<file path="config.mk">
export PLATFORM = sky130hd
export DESIGN_NAME = cic_core_irq_ctrl
export DESIGN_NICKNAME = d
export VERILOG_FILES = /design/src/cic_pkg.sv /design/src/cic_core_irq_ctrl.sv /design/src/cic_pin_sync.sv
export SDC_FILE = /design/constraint.sdc
export NUM_CORES = 1
export LEC_CHECK = 0
export BUFFER_PORTS_ARGS = -buffer_cell sky130_fd_sc_hd__clkbuf_2
export CORE_MARGIN = 4
export CORE_UTILIZATION = 25
export CTS_CLUSTER_SIZE = 14
export DETAILED_ROUTE_END_ITERATION = 12
export GPL_ROUTABILITY_DRIVEN = 0
export PLACE_DENSITY = 0.46
export REMOVE_ABC_BUFFERS = 1
export SLEW_MARGIN = 25
export SYNTH_ARGS = -nofsm -noshare
export SYNTH_HDL_FRONTEND = slang
export SYNTH_SLANG_ARGS = --single-unit
</file>
<file path="constraint.sdc">
create_clock -name clock -period 1.89 [get_ports clock]
set_input_delay 0.378 -clock clock [delete_from_list [all_inputs] [get_ports clock]]
set_output_delay 0.378 -clock clock [all_outputs]
set_load 0.05 [all_outputs]
</file>
<file path="src/cic_pkg.sv">
/*
 * Shared constants and carriers for the core interrupt control block:
 * register byte offsets, field positions, reset values and the packed
 * structs that carry the control register and the same-clock sources.
 * Assumes a 32-bit APB register bus with a 12-bit byte address.
 */
package cic_pkg;

    // bus geometry
    localparam int unsigned CIC_ADDR_W   = 12;
    localparam int unsigned CIC_DATA_W   = 32;
    localparam int unsigned CIC_REG_W    = 8;
    localparam int unsigned CIC_PC_PINS  = 8;
    localparam int unsigned CIC_EVT_W    = 4;

    // register byte offsets
    localparam logic [11:0] CIC_OFF_CTRL     = 12'h000; // interrupt_control
    localparam logic [11:0] CIC_OFF_PC_FLAGS = 12'h004; // pin_change_pin_flags
    localparam logic [11:0] CIC_OFF_EVT_STAT = 12'h008; // sticky event status
    localparam logic [11:0] CIC_OFF_EVT_MASK = 12'h00c; // event mask

    // interrupt_control field positions
    localparam int unsigned CIC_B_GIE   = 7;
    localparam int unsigned CIC_B_PERIPHERAL_IRQ_ENABLE  = 6;
    localparam int unsigned CIC_B_TOIE  = 5;
    localparam int unsigned CIC_B_EXIE  = 4;
    localparam int unsigned CIC_B_PCIE  = 3;
    localparam int unsigned CIC_B_TOF   = 2;
    localparam int unsigned CIC_B_EXF   = 1;
    localparam int unsigned CIC_B_PCF   = 0;

    // event status field positions
    localparam int unsigned CIC_E_TOV   = 0;
    localparam int unsigned CIC_E_EXT   = 1;
    localparam int unsigned CIC_E_PC    = 2;
    localparam int unsigned CIC_E_PERI  = 3;

    // reset values
    localparam logic [7:0]  CIC_RST_CTRL     = 8'h00;
    localparam logic [7:0]  CIC_RST_PC_FLAGS = 8'h00;
    localparam logic [3:0]  CIC_RST_EVT      = 4'h0;

    // synchroniser depth for pins
    localparam int unsigned CIC_SYNC_STAGES  = 2;

    // interrupt_control layout, bit 7 first
    typedef struct packed {
        logic global_irq_enable;
        logic peripheral_irq_enable;
        logic timer_overflow_irq_enable;
        logic ext_pin_irq_enable;
        logic pin_change_irq_enable;
        logic timer_overflow_flag;
        logic ext_pin_irq_flag;
        logic pin_change_summary_flag;
    } cic_ctrl_s;

    // same-clock event sources
    typedef struct packed {
        logic timer_overflow;    // one-cycle pulse on timer_count_register wrap
        logic peripheral_pending; // level: any enabled peripheral request
    } cic_src_s;

endpackage

</file>
<file path="src/cic_core_irq_ctrl.sv">
/*
 * Core interrupt control register logic behind an APB slave.
 * Holds the global and peripheral enables, the three core source
 * enable/flag pairs, the per-pin change flags that feed the summary
 * flag, and a sticky event status register with mask and irq output.
 * Register map, one aligned 32-bit word each, bits 7:0 used (3:0 in status and mask):
 *   0x000 interrupt_control, 0x004 per-pin change flags (write 1 clears),
 *   0x008 sticky event status (write 1 clears), 0x00c event mask.
 * Core request and irq are registered and follow their causes one cycle
 * later; read data is taken in the setup phase, with no wait state.
 * Assumes: timer overflow and peripheral pending come from logic on
 * clock; the external pin and pin-change pins are asynchronous.
 * Pin edges in the first cycles after reset are not reported: the
 * synchronisers refill from zero and the level found then is the baseline.
 */
// Local design decisions: the placing of the registers and register access over APB.
`timescale 1ns/1ps

// Contract
// - With the global enable set any individually enabled source may request, else none.
// - Peripheral requests pass only while the peripheral enable is set.
// - The timer overflow request passes only while its enable is set.
// - The external pin request passes only while its enable is set.
// - The pin-change request passes only while its enable is set.
// - The timer overflow flag sets on overflow and stays clear until one occurs; here a bus write of 1 to its bit also sets it.
// - The external pin flag sets on a pin event and stays clear until one occurs; here a bus write of 1 to its bit also sets it.
// - The pin-change summary flag is one while any per-pin change flag is set.
// - The summary flag ignores writes and clears only when all per-pin flags are cleared.
// - Every flag sets on its event regardless of its enable and the global enable.
module cic_core_irq_ctrl (
    input  wire logic                  clock,
    input  wire logic                  reset_n,
    // apb slave
    input  wire logic                  psel,
    input  wire logic                  penable,
    input  wire logic                  pwrite,
    input  wire logic [11:0]           paddr,
    input  wire logic [31:0]           pwdata,
    input  wire logic [3:0]            pstrb,
    output logic                       pready,
    output logic      [31:0]           prdata,
    output logic                       pslverr,
    // event sources
    input  cic_pkg::cic_src_s          src_in,
    input  wire logic                  external_irq_pin,
    input  wire logic [7:0]            pin_change_pins,
    // requests
    output logic                       core_irq_req,
    output cic_pkg::cic_ctrl_s         ctrl_out,
    output logic                       irq
);
    import cic_pkg::*;

    ////////////////////////////////////////////////////////////////////////
    // declarations

    cic_ctrl_s        ctrl_q;          // writable fields; summary bit unused
    cic_ctrl_s        ctrl_d;
    cic_ctrl_s        ctrl_view;       // what software reads
    logic [7:0]       pc_flags_q;
    logic [7:0]       pc_flags_d;
    logic [3:0]       evt_stat_q;
    logic [3:0]       evt_stat_d;
    logic [3:0]       evt_mask_q;
    logic [3:0]       evt_mask_d;
    logic [31:0]      prdata_q;
    logic [31:0]      prdata_d;
    logic             core_irq_q;
    logic             core_irq_d;
    logic             irq_q;
    logic             irq_d;
    logic             peri_prev_q;
    logic [1:0]       warm_q;          // edges since reset, saturating
    logic [1:0]       warm_d;

    // synchronised pins
    logic             ext_rise;
    logic [7:0]       pc_rise;
    logic [7:0]       pc_fall;
    logic [7:0]       pc_edge;

    // bus decode
    logic             setup_ph;
    logic             access_ph;
    logic             hit_ctrl;
    logic             hit_pc;
    logic             hit_stat;
    logic             hit_mask;
    logic             hit_any;
    logic             wr_lane0;
    logic             wr_ctrl;
    logic             wr_pc;
    logic             wr_stat;
    logic             wr_mask;
    logic [7:0]       wbyte;

    // flag logic
    logic             summary;
    logic             tof_set;
    logic             exf_set;
    logic             peri_rise;
    logic [3:0]       evt_set;
    logic [3:0]       evt_clr;
    logic [7:0]       pc_clr;
    logic             warm_done;
    logic             req_tmr;
    logic             req_ext;
    logic             req_pc;
    logic             req_peri;
    logic             core_src_any;

    // read path
    logic [31:0]      rd_ctrl;
    logic [31:0]      rd_pc;
    logic [31:0]      rd_stat;
    logic [31:0]      rd_mask;
    logic [31:0]      rd_word;

    // edges count once the synchronisers hold real pin samples
    localparam logic [1:0] CIC_WARM_DONE = 2'(CIC_SYNC_STAGES + 1);

    ////////////////////////////////////////////////////////////////////////
    // pin synchronisers

    // external interrupt pin, rising edge is the event
    cic_pin_sync #(
        .WIDTH   (1)
    ) u_ext_sync (
        .clock   (clock),
        .reset_n (reset_n),
        .pin     (external_irq_pin),
        .level   (),
        .rise    (ext_rise),
        .fall    ()
    );

    // pin-change inputs, either edge is a change
    cic_pin_sync #(
        .WIDTH   (CIC_PC_PINS)
    ) u_pc_sync (
        .clock   (clock),
        .reset_n (reset_n),
        .pin     (pin_change_pins),
        .level   (),
        .rise    (pc_rise),
        .fall    (pc_fall)
    );

    // a pin already high at reset would look like a rise while the chain
    // refills, so edges are ignored until it holds real samples
    assign warm_done = (warm_q == CIC_WARM_DONE);
    assign warm_d    = warm_done ? warm_q : warm_q + 2'h1;

    assign pc_edge   = (pc_rise | pc_fall) & {CIC_PC_PINS{warm_done}};

    ////////////////////////////////////////////////////////////////////////
    // apb decode

    // setup samples read data, access completes with no wait state
    assign setup_ph  = psel & ~penable;
    assign access_ph = psel & penable;

    assign hit_ctrl  = (paddr == CIC_OFF_CTRL);
    assign hit_pc    = (paddr == CIC_OFF_PC_FLAGS);
    assign hit_stat  = (paddr == CIC_OFF_EVT_STAT);
    assign hit_mask  = (paddr == CIC_OFF_EVT_MASK);
    assign hit_any   = hit_ctrl | hit_pc | hit_stat | hit_mask;

    // only byte lane 0 carries register bits; a write without it, or to an
    // unmapped address, changes nothing
    assign wr_lane0  = access_ph & pwrite & pstrb[0];
    assign wr_ctrl   = wr_lane0 & hit_ctrl;
    assign wr_pc     = wr_lane0 & hit_pc;
    assign wr_stat   = wr_lane0 & hit_stat;
    assign wr_mask   = wr_lane0 & hit_mask;
    assign wbyte     = pwdata[7:0];

    // handshake answers
    assign pready    = access_ph;
    assign pslverr   = access_ph & ~hit_any;

    ////////////////////////////////////////////////////////////////////////
    // event detection

    // flags set on their event whatever the enables hold
    assign tof_set   = src_in.timer_overflow;
    assign exf_set   = ext_rise & warm_done;

    // peripheral pending is a level; its rise is the status event
    // a level already high at reset release also counts as a rise
    assign peri_rise = src_in.peripheral_pending & ~peri_prev_q;

    // summary follows the per-pin flags and has no storage
    assign summary   = |pc_flags_q;

    ////////////////////////////////////////////////////////////////////////
    // interrupt_control next value

    // enables load from the bus; flags load too, but a wrap or pin event
    // in the cycle of a clearing write keeps its flag set
    always_comb begin
        ctrl_d = ctrl_q;
        if (wr_ctrl) begin
            ctrl_d.global_irq_enable         = wbyte[CIC_B_GIE];
            ctrl_d.peripheral_irq_enable     = wbyte[CIC_B_PERIPHERAL_IRQ_ENABLE];
            ctrl_d.timer_overflow_irq_enable = wbyte[CIC_B_TOIE];
            ctrl_d.ext_pin_irq_enable        = wbyte[CIC_B_EXIE];
            ctrl_d.pin_change_irq_enable     = wbyte[CIC_B_PCIE];
            ctrl_d.timer_overflow_flag       = wbyte[CIC_B_TOF];
            ctrl_d.ext_pin_irq_flag          = wbyte[CIC_B_EXF];
        end
        if (tof_set) begin
            ctrl_d.timer_overflow_flag = 1'b1;
        end
        if (exf_set) begin
            ctrl_d.ext_pin_irq_flag = 1'b1;
        end
        // summary is never stored; writes to it have no effect
        ctrl_d.pin_change_summary_flag = 1'b0;
    end

    // read view substitutes the live summary
    always_comb begin
        ctrl_view                         = ctrl_q;
        ctrl_view.pin_change_summary_flag = summary;
    end

    assign ctrl_out = ctrl_view;

    ////////////////////////////////////////////////////////////////////////
    // per-pin change flags

    // write one clears a pin flag; a change in the same cycle wins
    assign pc_clr     = wr_pc ? wbyte : 8'h00;
    assign pc_flags_d = (pc_flags_q & ~pc_clr) | pc_edge;

    ////////////////////////////////////////////////////////////////////////
    // event status and mask

    // sticky status, write one to clear, a new event wins
    always_comb begin
        evt_set             = '0;
        evt_set[CIC_E_TOV]  = tof_set;
        evt_set[CIC_E_EXT]  = exf_set;
        evt_set[CIC_E_PC]   = |pc_edge;
        evt_set[CIC_E_PERI] = peri_rise;
    end

    assign evt_clr    = wr_stat ? wbyte[3:0] : 4'h0;
    assign evt_stat_d = (evt_stat_q & ~evt_clr) | evt_set;
    assign evt_mask_d = wr_mask ? wbyte[3:0] : evt_mask_q;

    // level interrupt while any unmasked status bit is set
    assign irq_d = |(evt_stat_q & evt_mask_q);

    ////////////////////////////////////////////////////////////////////////
    // core interrupt request

    // each core flag gated by its own enable
    assign req_tmr  = ctrl_q.timer_overflow_irq_enable & ctrl_q.timer_overflow_flag;
    assign req_ext  = ctrl_q.ext_pin_irq_enable & ctrl_q.ext_pin_irq_flag;
    assign req_pc   = ctrl_q.pin_change_irq_enable & summary;

    // the peripheral group passes only with its own enable
    assign req_peri = ctrl_q.peripheral_irq_enable & src_in.peripheral_pending;

    // any enabled cause
    assign core_src_any = req_tmr | req_ext | req_pc | req_peri;

    // global enable blocks or passes all of them
    assign core_irq_d = ctrl_q.global_irq_enable & core_src_any;

    ////////////////////////////////////////////////////////////////////////
    // read data mux, sampled in the setup phase

    // each register view widened to a bus word
    assign rd_ctrl  = {24'h0, ctrl_view};
    assign rd_pc    = {24'h0, pc_flags_q};
    assign rd_stat  = {28'h0, evt_stat_q};
    assign rd_mask  = {28'h0, evt_mask_q};

    // the hits are one-hot; an unmapped address reads zero
    assign rd_word  = ({32{hit_ctrl}} & rd_ctrl) |
                      ({32{hit_pc}}   & rd_pc)   |
                      ({32{hit_stat}} & rd_stat) |
                      ({32{hit_mask}} & rd_mask);

    // loaded in the setup phase, held through the access and after it
    assign prdata_d = setup_ph ? (pwrite ? 32'h0 : rd_word) : prdata_q;

    assign prdata = prdata_q;

    ////////////////////////////////////////////////////////////////////////
    // register file

    // all control state clears on any reset
    always_ff @(posedge clock or negedge reset_n) begin
        if (!reset_n) begin
            ctrl_q     <= cic_ctrl_s'(CIC_RST_CTRL);
            pc_flags_q <= CIC_RST_PC_FLAGS;
        end else begin
            ctrl_q     <= ctrl_d;
            pc_flags_q <= pc_flags_d;
        end
    end

    // event status, mask and previous peripheral level
    always_ff @(posedge clock or negedge reset_n) begin
        if (!reset_n) begin
            evt_stat_q  <= CIC_RST_EVT;
            evt_mask_q  <= CIC_RST_EVT;
            peri_prev_q <= 1'b0;
        end else begin
            evt_stat_q  <= evt_stat_d;
            evt_mask_q  <= evt_mask_d;
            peri_prev_q <= src_in.peripheral_pending;
        end
    end

    // saturating count of edges since reset, gates the pin edge events
    always_ff @(posedge clock or negedge reset_n) begin
        if (!reset_n) begin
            warm_q <= 2'h0;
        end else begin
            warm_q <= warm_d;
        end
    end

    // registered outputs
    always_ff @(posedge clock or negedge reset_n) begin
        if (!reset_n) begin
            prdata_q   <= '0;
            core_irq_q <= 1'b0;
            irq_q      <= 1'b0;
        end else begin
            prdata_q   <= prdata_d;
            core_irq_q <= core_irq_d;
            irq_q      <= irq_d;
        end
    end

    assign core_irq_req = core_irq_q;
    assign irq          = irq_q;

endmodule

</file>
<file path="src/cic_pin_sync.sv">
/*
 * Two-flop synchroniser with edge detection for a group of pins.
 * Assumes the pins are asynchronous to clock; edges are reported
 * as one-cycle pulses, one to two cycles after the pin moves.
 */
`timescale 1ns/1ps
module cic_pin_sync #(
    parameter int unsigned WIDTH = 1
) (
    input  wire logic             clock,
    input  wire logic             reset_n,
    input  wire logic [WIDTH-1:0] pin,
    output logic      [WIDTH-1:0] level,
    output logic      [WIDTH-1:0] rise,
    output logic      [WIDTH-1:0] fall
);

    logic [WIDTH-1:0] meta_q;
    logic [WIDTH-1:0] sync_q;
    logic [WIDTH-1:0] prev_q;

    ////////////////////////////////////////////////////////////////////////
    // first flop feeds only the second one
    always_ff @(posedge clock or negedge reset_n) begin
        if (!reset_n) begin
            meta_q <= '0;
            sync_q <= '0;
            prev_q <= '0;
        end else begin
            meta_q <= pin;
            sync_q <= meta_q;
            prev_q <= sync_q;
        end
    end

    // edges of the synchronised level
    assign level = sync_q;
    assign rise  = sync_q & ~prev_q;
    assign fall  = ~sync_q & prev_q;

endmodule

</file>
==> flow_metrics.py <==
metrics = {
    "sta": {
        "clock.fmax_ghz": 0.532,
        "finClkSkew_ns": 0.00785,
        "finalHoldViolations": 0,
        "drv_slew": 0,
        "rsz0062_at_grt": "true",
        "setup_viol": 0,
        "worst_slack_ns": 0.0120,
        "period_needed_ns": 1.88,
        "fin_crit_sh": 0.994,
    },
    "placement": {
        "dpl_worst_slack_ns": -0.265,
        "dp_cells": 424,
        "portBuffers": 56,
        "dpl.hpwl_microns": 4330,
    },
    "cts": {
        "numCtsBuffers": 9,
        "path_clk_slew_ns": 0.06,
        "holdBufCountCts": 0,
        "clock_path_buffers": 2,
        "clkLatencyLatePin_ns": 0.33,
        "cts.sinks": 63,
        "cts_tree": "built",
        "h-tree-depth": 3,
        "clock-root-buffer": "clkbuf_8",
    },
    "worst_setup_path": {
        "cp-end-kind": "output pin",
        "required_ns": 1.51,
        "worstSetupPathDepth": 5,
        "cp_top_family": "simple AND/OR/NAND/NOR gates",
        "critPathLaunchType": "input pin",
        "crit_arrival_ns": 1.50,
        "worst_path_largest_cell_delay_ns": 0.57,
        "path_cells": "clkbuf_2 > or4_4 > nor4_2 > nor2_1 > clkbuf_8",
        "reg2regPathDepth": 4,
        "path_max_fanout": 4,
        "crit_type": "input pin to output pin",
        "critPathBufInv": 2,
        "critical_path.slowest_cell": "or4_4",
    },
    "cells_and_area": {
        "syn2layout_area_growth_pct": 24.5,
        "final_cells": 440,
        "nNetsFinal": 364,
        "fillCellCount": 1077,
        "drive_gt1_frac": 0.355,
        "seqCellArea_sq_um": 1580,
        "num_antenna_cells": 0,
        "multiInputGateArea_sq_um": 1000,
    },
    "grt": {
        "met3_usage": 0.0237,
        "gr-usage-met2": 0.163,
        "antenna_found_initial": 0,
        "gr-usage-met1": 0.118,
        "grt_pass1_wl_microns": 9780,
        "top_usage_layer": "met2",
        "grt_pass1_vias": 1930,
        "grt_overflow": 0,
        "grt_use_total": 0.0982,
        "grt_max_degree": 64,
    },
    "floorplan": {
        "io_pins": 108,
        "die_area_sq_um": 12700,
        "rows": 37,
        "start_util": 0.261,
        "core-area_sq_um": 10500,
        "die_y_microns": 113,
        "die_w_microns": 113,
    },
    "route": {
        "routed_via_density": 4.13,
        "drt_pass1_iterations": 4,
        "wl_per_cell_microns": 13.4,
        "first_iter_violations": 80,
        "routed_wl_microns": 5910,
        "antenna_left": 0,
        "num_vias": 1817,
        "drc": 0,
    },
    "synthesis": {
        "yosys.area.top_type": "dfrtp_1",
        "syn-instance-count": 227,
        "synth_most_common_cell": "dfrtp_1",
        "seq_area_frac_synth": 0.576,
        "avgSynthCellArea_sq_um": 12.1,
        "async_reset_ff_frac": 1.00,
        "synth-simple-area-share": 0.134,
        "synthAdderAreaFrac": 0.00457,
        "ys_ff_latch": 63,
        "yosys.area_share.xor_xnor": 0.0288,
        "synthTopCellsByCount": "dfrtp_1, nand2_1, buf_4",
        "synth_top_flop_cell": "dfrtp_1",
        "yosys-top-cells-area": "dfrtp_1, buf_4, nand2_1",
        "synth_edf_count": 0,
        "synth_compound_area_frac": 0.0681,
        "synth_top_area_frac": 0.576,
        "yosysWarningCount": 0,
        "syn-cell-area_sq_um": 2740,
        "synth_top_family_by_area": "simple AND/OR/NAND/NOR gates",
        "yosysUniqueCellTypes": 41,
        "synth_mux_area_frac": 0.0891,
    },
    "run_status": {
        "status": "completed",
    },
    "run": {
        "maxCapViolations": 0,
    },
    "pwr": {
        "vdd_drop_max_uv": 374,
        "leakage_nw": 1.65,
        "power_density_nw_per_um2": 845,
    },
    "worst_hold_path": {
        "hold_class": "input pin to async pin",
    },
}
metrics by stage:
step	util	hold WS (ns)	setup TNS (ns)	power, mW	cell area, sq um
floorplan	-	0.0824	-2.65	1.58	2600
global placement	0.301	0.332	-5.79	1.69	3170
detailed placement	0.301	0.335	-5.73	1.69	3170
CTS	0.323	0.0635	0	2.93	3400
global route	0.324	0.0786	-0.0357	3.02	3410
finish	0.324	0.0530	0	2.88	3410
cells in the final DEF (no fill, tap or decap), drive strengths merged, types with 2 or more instances in the layout:
cell	n
nand2	42
nor2	2
mux2	10
or4	3
a31oi	2
mux2i	3
inv	11
dfrtp	63
clkinv	2
xor2	8
conb	24
nor4	9
clkbuf	69
a22o	2
o21ai	12
mux4	3
buf	14
nand4b	2
a22oi	7
kinds of logic (layout without fill, tap and decap cells):
| family | count (synthesis) | in the layout |
|---|---|---|
| AO/OA/AOI/OAI | 28 | 28 |
| XOR/XNOR | 9 | 9 |
| adder cells (fa/ha/maj) | 1 | 1 |
| buffers and inverters | 43 | 97 |
| flip-flops | 63 | 63 |
| multiplexers | 16 | 16 |
| other | 1 | 24 |
| AND/OR/NAND/NOR | 66 | 66 |
sequential cells by signal, indices dropped and copies added (netlist names), 2 cells and up:
register,count
ctrl_out,7
evt_mask_q,4
evt_stat_q,4
pc_flags_q,8
prdata,8
u_pc_sync.level,8
u_pc_sync.meta_q,8
u_pc_sync.prev_q,8
warm_q,2
report_power, final:
part	switching (mW)	leakage (nW)	total, mW	internal (mW)
registers	0.0131	0.732	1.39	1.38
logic	0.202	0.810	0.273	0.0707
clock network	0.502	0.109	1.22	0.714
path summary, 6_finish.rpt:
check / start / end / slack (ns)
worst max-delay path: paddr[9] / pslverr / 0.01
worst max register to register: u_pc_sync.level[7] / evt_stat_q[2] / 0.54
min in group clock: external_irq_pin / u_ext_sync.meta_q / 0.15
worst min-delay path: reset_n / u_pc_sync.meta_q[6] / 0.05
worst min register to register: u_pc_sync.meta_q[3] / u_pc_sync.level[3] / 0.35
max in group asynchronous: reset_n / u_pc_sync.level[2] / 1.56
layout make-up:
| class | count | area share |
|---|---|---|
| Clock inverter | 3 | 0.0117 |
| Sequential cell | 63 | 0.463 |
| Inverter | 11 | 0.0121 |
| Tap cell | 136 | 0.0499 |
| Timing Repair Buffer | 70 | 0.120 |
| Multi-Input combinational cell | 144 | 0.294 |
| Clock buffer | 13 | 0.0496 |
repair_timing:
action	in CTS	in global routing
buffers inserted	0	0
setup endpoints to repair	2	2
gates resized for setup	5	2
per-layer routing:
layer,vias up,wire length [microns],part of all wire
li1,882,-,-
met1,865,2510,0.42
met2,57,2920,0.50
met3,13,319,0.054
met4,0,155,0.026
met5,-,0,0
Note: power is estimated with default switching activity, not from simulation.
